`config.mk`:
```
export PLATFORM = sky130hd
export DESIGN_NAME = usb_phy_tune_regs
export DESIGN_NICKNAME = d
export VERILOG_FILES = /design/src/usb_phy_tune_pkg.sv /design/src/usb_phy_tune_regs.sv
export SDC_FILE = /design/constraint.sdc
export NUM_CORES = 1
export LEC_CHECK = 0
export BUFFER_PORTS_ARGS = -buffer_cell sky130_fd_sc_hd__buf_2
export CORE_MARGIN = 2
export CORE_UTILIZATION = 40
export DETAILED_ROUTE_END_ITERATION = 6
export PLACE_DENSITY = 0.69
export SKIP_LAST_GASP = 1
export SLEW_MARGIN = 20
export SYNTH_ARGS = -nofsm -noshare
export SYNTH_HDL_FRONTEND = slang
export SYNTH_SLANG_ARGS = --single-unit
```
`constraint.sdc`:
```
create_clock -name sys_clk_i -period 3.3 [get_ports sys_clk_i]
set_clock_uncertainty 0.2 [all_clocks]
set_input_delay 0.165 -clock sys_clk_i [delete_from_list [all_inputs] [get_ports sys_clk_i]]
set_output_delay 0.165 -clock sys_clk_i [all_outputs]
set_load 0.02 [all_outputs]
```
`src/usb_phy_tune_pkg.sv`:
```
package usb_phy_tune_pkg;

  localparam logic [31:0] WIN_BASE        = 32'h4000_7c00;
  localparam logic [31:0] WIN_LAST        = 32'h4000_7fff;
  localparam int          WIN_AW          = 10;
  localparam logic [9:0]  USB2_SET_OFS    = 10'h000;
  localparam logic [9:0]  HSIC_SET_OFS    = 10'h200;
  localparam logic [9:0]  HS_DRV_CTL_OFS  = 10'h000;
  localparam logic [9:0]  REG_TEST_OFS    = 10'h004;
  localparam logic [9:0]  XCVR_SEL_OFS    = 10'h008;
  localparam logic [31:0] ENG_XCVR_OFS    = 32'h0000_2c20;
  localparam logic [31:0] ENG_HSIC_OFS    = 32'h0000_2c24;
  localparam logic [1:0]  WORD_ALIGN      = 2'h0;

  localparam logic [8:0]  HS_DRV_CTL_RST  = 9'h000;
  localparam logic [7:0]  REG_TEST_RST    = 8'h00;
  localparam logic [5:0]  XCVR_CTL_RST    = 6'h03;
  localparam logic [4:0]  HSIC_TRIM_RST   = 5'h03;

  // hs_driver_control fields
  localparam int HDC_SWAP     = 8;
  localparam int HDC_VMASK_LO = 6;
  localparam int HDC_DATA_LO  = 4;
  localparam int HDC_TERM     = 3;
  localparam int HDC_CS_EN    = 2;
  localparam int HDC_CUR_LO   = 0;
  // regulator_test_control fields
  localparam int RTC_GATE     = 7;
  localparam int RTC_REF_LO   = 5;
  localparam int RTC_BIAS     = 4;
  localparam int RTC_HSER_LO  = 2;
  localparam int RTC_LSER_LO  = 0;
  // transceiver_control fields
  localparam int XC_BOOST_LO  = 4;
  localparam int XC_SWAP      = 3;
  localparam int XC_SQ_LO     = 0;
  // transceiver select field in the test enable word
  localparam int XS_SEL_LO    = 2;

  localparam logic [1:0] VMASK_ILLEGAL = 2'h2;
  localparam logic [1:0] REF_TO_TEST   = 2'h3;

  typedef enum logic [1:0] {
    XCVR_HS,
    XCVR_FS,
    XCVR_LS,
    XCVR_LS_FS_EDGE
  } xcvr_mode_t;

endpackage : usb_phy_tune_pkg

```
`src/usb_phy_tune_regs.sv`:
```
`timescale 1ns/1ps
module usb_phy_tune_regs
  import usb_phy_tune_pkg::*;
#(
  parameter logic [31:0] ENG_BASE = 32'h4000_0000
) (
  input  wire logic        sys_clk_i,
  input  wire logic        rst_n_i,
  input  wire logic [31:0] bus_addr_i,
  input  wire logic        bus_wr_i,
  input  wire logic        bus_rd_i,
  input  wire logic [31:0] bus_wdata_i,
  output logic      [31:0] bus_rdata_o,
  output logic             bus_ack_o,
  input  wire logic        tx_in_progress_i,
  input  wire logic        link_busy_i,
  output logic             line_swap_o,
  output logic      [1:0]  drive_boost_sel_o,
  output logic      [2:0]  squelch_sel_o,
  output logic      [4:0]  hsic_resistor_trim_o,
  output logic      [1:0]  hs_tx_bit_valid_mask_o,
  output logic      [1:0]  hs_tx_bit_pair_o,
  output logic             hs_termination_on_o,
  output logic             hs_current_source_on_o,
  output logic      [1:0]  hs_output_current_sel_o,
  output logic             detector_enable_o,
  output logic      [1:0]  reference_level_sel_o,
  output logic             reference_to_test_pin_o,
  output logic             receiver_bias_boost_o,
  output logic      [1:0]  hs_edge_rate_sel_o,
  output logic      [1:0]  ls_edge_rate_sel_o,
  output logic      [1:0]  transceiver_select_o
);

  // Two-flop synchronisers for the analog side status
  logic [1:0] tx_sync_r;
  logic [1:0] busy_sync_r;

  logic [8:0] hs_driver_control_r;
  logic [7:0] regulator_test_control_r;
  logic [5:0] transceiver_control_r;
  logic [4:0] hsic_tuning_r;
  logic [1:0] xcvr_sel_r;

  logic       win_hit;
  logic [9:0] win_ofs;
  logic [31:0] eng_ofs;
  logic       hit_hdc;
  logic       hit_rtc;
  logic       hit_xs;
  logic       hit_xc;
  logic       hit_ht;
  logic       sel;
  logic       wr_go;
  logic [31:0] rd_word;

  // Field extraction shared by several write paths
  function automatic logic [1:0] field2(input logic [31:0] w, input int lo);
    field2 = w[lo +: 2];
  endfunction : field2

  always_ff @(posedge sys_clk_i or negedge rst_n_i) begin
    if (!rst_n_i) begin
      tx_sync_r   <= 2'h0;
      busy_sync_r <= 2'h0;
    end else begin
      tx_sync_r   <= {tx_sync_r[0], tx_in_progress_i};
      busy_sync_r <= {busy_sync_r[0], link_busy_i};
    end
  end

  assign win_hit = (bus_addr_i >= WIN_BASE) && (bus_addr_i <= WIN_LAST);
  assign win_ofs = bus_addr_i[WIN_AW-1:0];
  // Engine words sit outside the window, so they get their own offset
  assign eng_ofs = bus_addr_i - ENG_BASE;

  // USB2 set at base; HSIC set starts at 0x200 and holds nothing here
  assign hit_hdc = win_hit && (win_ofs == (USB2_SET_OFS | HS_DRV_CTL_OFS));
  assign hit_rtc = win_hit && (win_ofs == (USB2_SET_OFS | REG_TEST_OFS));
  assign hit_xs  = win_hit && (win_ofs == (USB2_SET_OFS | XCVR_SEL_OFS));
  assign hit_xc  = (bus_addr_i >= ENG_BASE) && (eng_ofs == ENG_XCVR_OFS);
  assign hit_ht  = (bus_addr_i >= ENG_BASE) && (eng_ofs == ENG_HSIC_OFS);
  // Only the window and the two engine words answer; other slaves own the rest
  assign sel     = win_hit || hit_xc || hit_ht;
  // Misaligned writes inside the window are still answered, but never land in a register
  assign wr_go   = bus_wr_i && (bus_addr_i[1:0] == WORD_ALIGN);

  // hs_driver_control write path
  always_ff @(posedge sys_clk_i or negedge rst_n_i) begin
    if (!rst_n_i) begin
      hs_driver_control_r <= HS_DRV_CTL_RST;
    end else if (wr_go && hit_hdc) begin
      hs_driver_control_r[HDC_SWAP]              <= bus_wdata_i[HDC_SWAP];
      // illegal mask write leaves old mask
      if (field2(bus_wdata_i, HDC_VMASK_LO) != VMASK_ILLEGAL) begin
        hs_driver_control_r[HDC_VMASK_LO +: 2]   <= field2(bus_wdata_i, HDC_VMASK_LO);
      end
      hs_driver_control_r[HDC_DATA_LO +: 2]      <= field2(bus_wdata_i, HDC_DATA_LO);
      hs_driver_control_r[HDC_TERM]              <= bus_wdata_i[HDC_TERM];
      hs_driver_control_r[HDC_CS_EN]             <= bus_wdata_i[HDC_CS_EN];
      hs_driver_control_r[HDC_CUR_LO +: 2]       <= field2(bus_wdata_i, HDC_CUR_LO);
    end
  end

  // regulator_test_control write path
  always_ff @(posedge sys_clk_i or negedge rst_n_i) begin
    if (!rst_n_i) begin
      regulator_test_control_r <= REG_TEST_RST;
    end else if (wr_go && hit_rtc) begin
      regulator_test_control_r <= bus_wdata_i[7:0];
    end
  end

  // Transceiver select; a write while the link is busy is dropped
  always_ff @(posedge sys_clk_i or negedge rst_n_i) begin
    if (!rst_n_i) begin
      xcvr_sel_r <= XCVR_HS;
    end else if (wr_go && hit_xs && !busy_sync_r[1]) begin
      xcvr_sel_r <= field2(bus_wdata_i, XS_SEL_LO);
    end
  end

  // Engine-space transceiver control
  always_ff @(posedge sys_clk_i or negedge rst_n_i) begin
    if (!rst_n_i) begin
      transceiver_control_r <= XCVR_CTL_RST;
    end else if (wr_go && hit_xc) begin
      transceiver_control_r <= bus_wdata_i[5:0];
    end
  end

  // Engine-space HSIC tuning
  always_ff @(posedge sys_clk_i or negedge rst_n_i) begin
    if (!rst_n_i) begin
      hsic_tuning_r <= HSIC_TRIM_RST;
    end else if (wr_go && hit_ht) begin
      hsic_tuning_r <= bus_wdata_i[4:0];
    end
  end

  // Read mux; narrow registers zero-extended, select value returned at bits 3:2
  always_comb begin
    rd_word = 32'h0000_0000;
    if (hit_hdc) begin
      rd_word = {23'h000000, hs_driver_control_r};
    end else if (hit_rtc) begin
      rd_word = {24'h000000, regulator_test_control_r};
    end else if (hit_xs) begin
      rd_word = {28'h0000000, xcvr_sel_r, 2'h0};
    end else if (hit_xc) begin
      rd_word = {26'h0000000, transceiver_control_r};
    end else if (hit_ht) begin
      rd_word = {27'h0000000, hsic_tuning_r};
    end
  end

  // Bus answer one cycle after the request
  always_ff @(posedge sys_clk_i or negedge rst_n_i) begin
    if (!rst_n_i) begin
      bus_ack_o   <= 1'b0;
      bus_rdata_o <= 32'h0000_0000;
    end else begin
      bus_ack_o   <= sel && (bus_wr_i || bus_rd_i);
      bus_rdata_o <= (sel && bus_rd_i) ? rd_word : 32'h0000_0000;
    end
  end

  // Analog control outputs, each registered so the front end sees no glitches.
  // All read zero in reset; register values appear one edge after release.

  // Line swap to the pad mux
  always_ff @(posedge sys_clk_i or negedge rst_n_i) begin
    if (!rst_n_i) begin
      line_swap_o <= 1'b0;
    end else begin
      line_swap_o <= transceiver_control_r[XC_SWAP] |
                     hs_driver_control_r[HDC_SWAP];
    end
  end

  // Drive strength boost
  always_ff @(posedge sys_clk_i or negedge rst_n_i) begin
    if (!rst_n_i) begin
      drive_boost_sel_o <= 2'h0;
    end else begin
      drive_boost_sel_o <= transceiver_control_r[XC_BOOST_LO +: 2];
    end
  end

  // Squelch level
  always_ff @(posedge sys_clk_i or negedge rst_n_i) begin
    if (!rst_n_i) begin
      squelch_sel_o <= 3'h0;
    end else begin
      squelch_sel_o <= transceiver_control_r[XC_SQ_LO +: 3];
    end
  end

  // HSIC pad trim
  always_ff @(posedge sys_clk_i or negedge rst_n_i) begin
    if (!rst_n_i) begin
      hsic_resistor_trim_o <= 5'h0;
    end else begin
      hsic_resistor_trim_o <= hsic_tuning_r;
    end
  end

  // Transmit valid mask; the write path already refuses 10
  always_ff @(posedge sys_clk_i or negedge rst_n_i) begin
    if (!rst_n_i) begin
      hs_tx_bit_valid_mask_o <= 2'h0;
    end else begin
      hs_tx_bit_valid_mask_o <= hs_driver_control_r[HDC_VMASK_LO +: 2];
    end
  end

  // Transmit bit pair
  always_ff @(posedge sys_clk_i or negedge rst_n_i) begin
    if (!rst_n_i) begin
      hs_tx_bit_pair_o <= 2'h0;
    end else begin
      // bit pair, bit 0 sent first
      hs_tx_bit_pair_o <= hs_driver_control_r[HDC_DATA_LO +: 2];
    end
  end

  // High-speed termination
  always_ff @(posedge sys_clk_i or negedge rst_n_i) begin
    if (!rst_n_i) begin
      hs_termination_on_o <= 1'b0;
    end else begin
      hs_termination_on_o <= hs_driver_control_r[HDC_TERM];
    end
  end

  // Current source; firmware cannot starve the driver in high-speed mode
  always_ff @(posedge sys_clk_i or negedge rst_n_i) begin
    if (!rst_n_i) begin
      hs_current_source_on_o <= 1'b0;
    end else begin
      hs_current_source_on_o <= hs_driver_control_r[HDC_CS_EN] |
                                (xcvr_sel_r == XCVR_HS);
    end
  end

  // Output current
  always_ff @(posedge sys_clk_i or negedge rst_n_i) begin
    if (!rst_n_i) begin
      hs_output_current_sel_o <= 2'h0;
    end else begin
      hs_output_current_sel_o <= hs_driver_control_r[HDC_CUR_LO +: 2];
    end
  end

  // Detector enable; gating trades wake-up latency for idle power
  always_ff @(posedge sys_clk_i or negedge rst_n_i) begin
    if (!rst_n_i) begin
      detector_enable_o <= 1'b0;
    end else begin
      detector_enable_o <= regulator_test_control_r[RTC_GATE] ? tx_sync_r[1] : 1'b1;
    end
  end

  // Reference level code
  always_ff @(posedge sys_clk_i or negedge rst_n_i) begin
    if (!rst_n_i) begin
      reference_level_sel_o <= 2'h0;
    end else begin
      reference_level_sel_o <= regulator_test_control_r[RTC_REF_LO +: 2];
    end
  end

  // Reference to test pin; decoded here, set whenever the reference code is REF_TO_TEST
  always_ff @(posedge sys_clk_i or negedge rst_n_i) begin
    if (!rst_n_i) begin
      reference_to_test_pin_o <= 1'b0;
    end else begin
      reference_to_test_pin_o <= (regulator_test_control_r[RTC_REF_LO +: 2] == REF_TO_TEST);
    end
  end

  // Receiver bias
  always_ff @(posedge sys_clk_i or negedge rst_n_i) begin
    if (!rst_n_i) begin
      receiver_bias_boost_o <= 1'b0;
    end else begin
      receiver_bias_boost_o <= regulator_test_control_r[RTC_BIAS];
    end
  end

  // High-speed edge rate
  always_ff @(posedge sys_clk_i or negedge rst_n_i) begin
    if (!rst_n_i) begin
      hs_edge_rate_sel_o <= 2'h0;
    end else begin
      hs_edge_rate_sel_o <= regulator_test_control_r[RTC_HSER_LO +: 2];
    end
  end

  // Low-speed edge rate
  always_ff @(posedge sys_clk_i or negedge rst_n_i) begin
    if (!rst_n_i) begin
      ls_edge_rate_sel_o <= 2'h0;
    end else begin
      ls_edge_rate_sel_o <= regulator_test_control_r[RTC_LSER_LO +: 2];
    end
  end

  // Transceiver mode; only moves when the idle check let the write in
  always_ff @(posedge sys_clk_i or negedge rst_n_i) begin
    if (!rst_n_i) begin
      transceiver_select_o <= 2'h0;
    end else begin
      transceiver_select_o <= xcvr_sel_r;
    end
  end

endmodule : usb_phy_tune_regs

```
# Yosys cells after proc, flatten, opt, wreduce, memory -nomap -nowiden
# Cells that the tools add are included.
# word_totals
ff_bits	97
elab_cells	68
# op_classes
n_addsub	1
n_lt_le_gt_ge	3
n_eq_ne	6
mux	7
n_bitwise	2
n_reduce_logical	23
# op_table
op	n
32-bit two-way mux	5
32-bit by 14-bit equality test with 1-bit output (second input constant)	2
32-bit by 31-bit greater-or-equal comparator with 1-bit output (second input constant)	2
32-bit by 31-bit less-or-equal comparator with 1-bit output (second input constant)	1
32-bit by 31-bit subtractor with 32-bit output (second input constant)	1
1-bit logical AND	15
10-bit by 3-bit equality test with 1-bit output (second input constant)	1
10-bit by 4-bit equality test with 1-bit output (second input constant)	1
10-bit zero test	1
5-bit two-way mux	1
2-bit zero test	2
1-bit logical OR	3
2-bit equality test (second input constant)	1
2-bit != test (second input constant)	1
1-bit OR	2
2-bit AND reduction	1
1-bit zero test	1
1-bit two-way mux	1

# Longest topological paths before layout
# depth
word_depth	9
depth_mapped	7
mapped_depth_nobuf	6

# Worst setup path before layout
# Ideal clock, no wire load.
# synth_path
kind	input port to flip-flop
startpoint	in bus_addr_i[4]
endpoint	reg bus_rdata_o[3]
setup_time_ns	0.073
arrival_ns	1.689
t_required_ns	3.027
setup_slack_ns	1.338
stages	7
n_path_buf	1
cell_sequence	or3_4 -> nor4_4 -> and3_1 -> buf_6 -> a21oi_2 -> or4_4 -> a21oi_2
# synth_between
elab_chain_len	9
elab_cells_between_ends	24
# synth_lines
item	line	rtl
from (decl)	usb_phy_tune_regs.sv:9	input wire logic [31:0] bus_addr_i,
32-bit by 31-bit subtractor with 32-bit output	usb_phy_tune_regs.sv:75	assign eng_ofs = bus_addr_i - ENG_BASE;
32-bit by 14-bit equality test with 1-bit output	usb_phy_tune_regs.sv:82	assign hit_ht = (bus_addr_i >= ENG_BASE) && (eng_ofs == ENG_HSIC_OFS);
1-bit logical AND	usb_phy_tune_regs.sv:82	
5-bit two-way mux	usb_phy_tune_regs.sv:152	end else if (hit_ht) begin
32-bit two-way mux	usb_phy_tune_regs.sv:150	end else if (hit_xc) begin
32-bit two-way mux	usb_phy_tune_regs.sv:148	end else if (hit_xs) begin
32-bit two-way mux	usb_phy_tune_regs.sv:146	end else if (hit_rtc) begin
32-bit two-way mux	usb_phy_tune_regs.sv:144	if (hit_hdc) begin
32-bit two-way mux *	usb_phy_tune_regs.sv:164	bus_rdata_o <= (sel && bus_rd_i) ? rd_word : 32'h0000_0000;
to (signal assigned)	usb_phy_tune_regs.sv:164	
to (decl)	usb_phy_tune_regs.sv:13	output logic [31:0] bus_rdata_o,
# Mark *: on every way between the ends. The rest lies on a longest branch, timed or not.
# A chain may end at the register's enable or synchronous reset.

# Final worst setup path
# layout_path
startpoint	in bus_addr_i[9]
endpoint	reg hs_driver_control_r[6]
# layout_between
elab_chain_len	5
elab_cells_between_ends	7
# layout_lines
item	line	rtl
32-bit by 31-bit greater-or-equal comparator with 1-bit output or 32-bit by 31-bit less-or-equal comparator with 1-bit output (tied branches)	usb_phy_tune_regs.sv:72	assign win_hit = (bus_addr_i >= WIN_BASE) && (bus_addr_i <= WIN_LAST);
1-bit logical AND	usb_phy_tune_regs.sv:72	
1-bit logical AND *	usb_phy_tune_regs.sv:78	assign hit_hdc = win_hit && (win_ofs == (USB2_SET_OFS | HS_DRV_CTL_OFS));
1-bit logical AND *	usb_phy_tune_regs.sv:92	end else if (wr_go && hit_hdc) begin
2-bit AND reduction (no line) *	n/a	
to (signal, indexed assignment)	usb_phy_tune_regs.sv:93	hs_driver_control_r[HDC_SWAP] <= bus_wdata_i[HDC_SWAP];
to (signal, indexed assignment)	usb_phy_tune_regs.sv:96	hs_driver_control_r[HDC_VMASK_LO +: 2] <= field2(bus_wdata_i, HDC_VMASK_LO);
to (signal, indexed assignment)	usb_phy_tune_regs.sv:98	hs_driver_control_r[HDC_DATA_LO +: 2] <= field2(bus_wdata_i, HDC_DATA_LO);
to (decl)	usb_phy_tune_regs.sv:39	logic [8:0] hs_driver_control_r;
# Marked as above.

==> metrics.yaml <==
clock_path_buffers: 2
synthTopCellsByArea: "dfrtp_1, mux2_2, buf_4"
antenna_found_initial: 0
synth_edf_count: 0
tns_ps: 0
timing.final.crit_period_ps: 2920
cts_inserted_buffers: 9
drt.antenna.violating_nets: 0
wirelength_um: 6300
rows: 31
htreeDepth: 3
max_cap_violations: 0
intPower_mw: 1.32
routedWlPerCell_um: 14.0
insertion_delay_ps: 330
finalHoldViolCount: 0
yosysTopAreaCell: "dfrtp_1"
max_freq_ghz: 0.343
worstPathArrival_ps: 2990
grt_pass1_vias: 2005
grt_overflow: 0
layout-drive-gt1-share_pct: 42.3
critPathCaptureType: "flop"
synth_area_um2: 3030
hp-class: "input port to flop"
die_area_um2: 8280
min_from: "bus_addr_i[3]"
fillers: 670
ys_ff_latch: 74
seqPwrFrac_pct: 54.0
netSwitchingFraction_pct: 22.0
cts_tree: "done"
wl_met2_um: 2960
grt_usage_pct: 15.6
vias: 2107
clock-sinks: 74
drv_slew: 0
synth_seq_area_share_pct: 61.4
top_layer_used: "met4"
worst-slew-pin-transition_ps: 628
clkPwrFrac_pct: 39.1
p_leak_nw: 1.95
yosysTopAreaCellShare_pct: 57.9
cp_max_fo: 10
slew_headroom_pct: 57.9
viasPerCell: 4.69
synth_cell_type_count: 50
firstDrtPassIters: 4
ys_warn_count: 0
clk_pin_slew_ps: 70
port_buffers: 86
diodes: 0
switchingPower_mw: 0.370
crit_path_start_kind: "input port"
clock-root-buffer: "clkbuf_8"
rr_startpoint: "xcvr_sel_r[1]"
final_nets: 416
final_cells: 449
syn_area_per_cell_um2: 13.0
yosysMostFrequentCell: "dfrtp_1"
crit_start: "bus_addr_i[9]"
rsz0062_at_grt: "no"
wl_met3_um: 408
setup_viol: 0
cts_resized: 0
status: "finished clean"
ys_dominant_reg_cell: "dfrtp_1"
async_flop_share_pct: 100
drt_iter0_markers: 99
dp_cells: 415
hpwl_um: 4570
gp_routability_congestion: 0.778
post-cts-setup-buffer-count: 0
routedLengthMet1_um: 2800
p_comb_share_pct: 6.9
core_area_um2: 7290
ir_worst_vdd_uv: 162
critPathRequiredTime_ps: 3370
area_delta_synth_final_pct: 27.7
hold_buffers: 19
fp.dieW_um: 91.0
die_h_um: 91.0
ios: 133
route.detailed.drc: 0
crit_type: "input port to flop"
grt_max_degree: 50
syn-instance-count: 233
initial_core_util_pct: 41.5
synth_common_cells: "dfrtp_1, mux2_2, buf_4"
min_period_over_period_pct: 88.3
p_per_area_nw_per_um2: 437
grt_pass1_wl_um: 9940
[through the flow]
step                util, %  power (mW)  hold WS, ps  cell area [um^2]  setup WS, ps
floorplan                 -       0.991         -331              3110          1340
global placement       47.8        1.03        -21.6              3490           751
detailed placement     47.8        1.03        -11.8              3490           715
CTS                    53.0        1.70         66.6              3860           427
global route           53.0        1.75          112              3860           162
finish                 53.0        1.69         86.6              3860           385
[area by class of cell]
class | instances | area [um^2] | area share (%)
sequential | 74 | 1860 | 48.1
multi-input combinational | 147 | 1030 | 26.6
timing repair buffer | 109 | 651 | 16.8
clock buffer | 12 | 145 | 3.76
tap | 99 | 124 | 3.21
clock inverter | 3 | 40.0 | 1.04
inverter | 5 | 18.8 | 0.486
[worst paths after layout]
| kind | to | slack (ps) | cells past startpoint |
|---|---|---|---|
| setup / recovery | hs_driver_control_r[6] | 380 | 10 |
| hold / removal | bus_rdata_o[5] | 90 | 4 |
| setup reg to reg | bus_rdata_o[3] | 1690 | 5 |
| hold reg to reg | busy_sync_r[1] | 150 | 0 |
| max in group asynchronous | hs_driver_control_r[5] | 2240 | 3 |
| min in group asynchronous | ls_edge_rate_sel_o[1] | 150 | 3 |
[sequential cells by signal (all words and copies together), names as in the netlist, 3 cells and up]
| name | cells |
|---|---|
| transceiver_control_r | 6 |
| bus_rdata_o | 9 |
| hs_driver_control_r | 9 |
| squelch_sel_o | 3 |
| regulator_test_control_r | 8 |
| hsic_resistor_trim_o | 5 |
| hsic_tuning_r | 5 |
[power groups by stage]
stage                     sequential [mW]  clock [mW]  combinational [mW]
final                               0.910       0.660               0.116
after CTS                           0.910       0.678               0.117
after floorplan                     0.927           0              0.0638
after global routing                0.909       0.717               0.128
after detailed placement            0.927           0               0.102
after global placement              0.927           0              0.0995
[kinds of logic after synthesis]
family,after synthesis,synth area share (%)
AOI/OAI and AO/OA,31,7.07
and+or+nand+nor,66,14.1
DFF,74,61.4
buffers and inverters,34,7.40
other,1,0.124
muxes,27,9.97
[layout by cell type (no fill, tap or decap), types with 4 or more instances in the layout]
cell           count
a21oi_1           10
buf_2             86
buf_4              4
clkbuf_8          10
conb_1            23
dfrtp_1           70
dfstp_2            4
dlygate4sd3_1     19
inv_1              5
mux2_2            25
nand2_1           10
nor2_1            11
nor3_1             7
nor4_1             5
o21ai_0            6
[critical path, cell delays in order]
cell	delay [ps]
dlygate4sd3_1	530
buf_2	150
nor3_1	310
and4b_1	320
nand3b_1	160
nor2_1	390
buf_4	250
nand2_1	60
o21ai_0	70
dlygate4sd3_1	580
[routing by layer]
metal / global-route usage [%] / up-vias
met5: 0 / -
met4: 7.32 / 0
met3: 3.07 / 11
met2: 24.4 / 97
met1: 21.1 / 994
li1: - / 1005
Note: power is estimated with default switching activity, not from simulation.
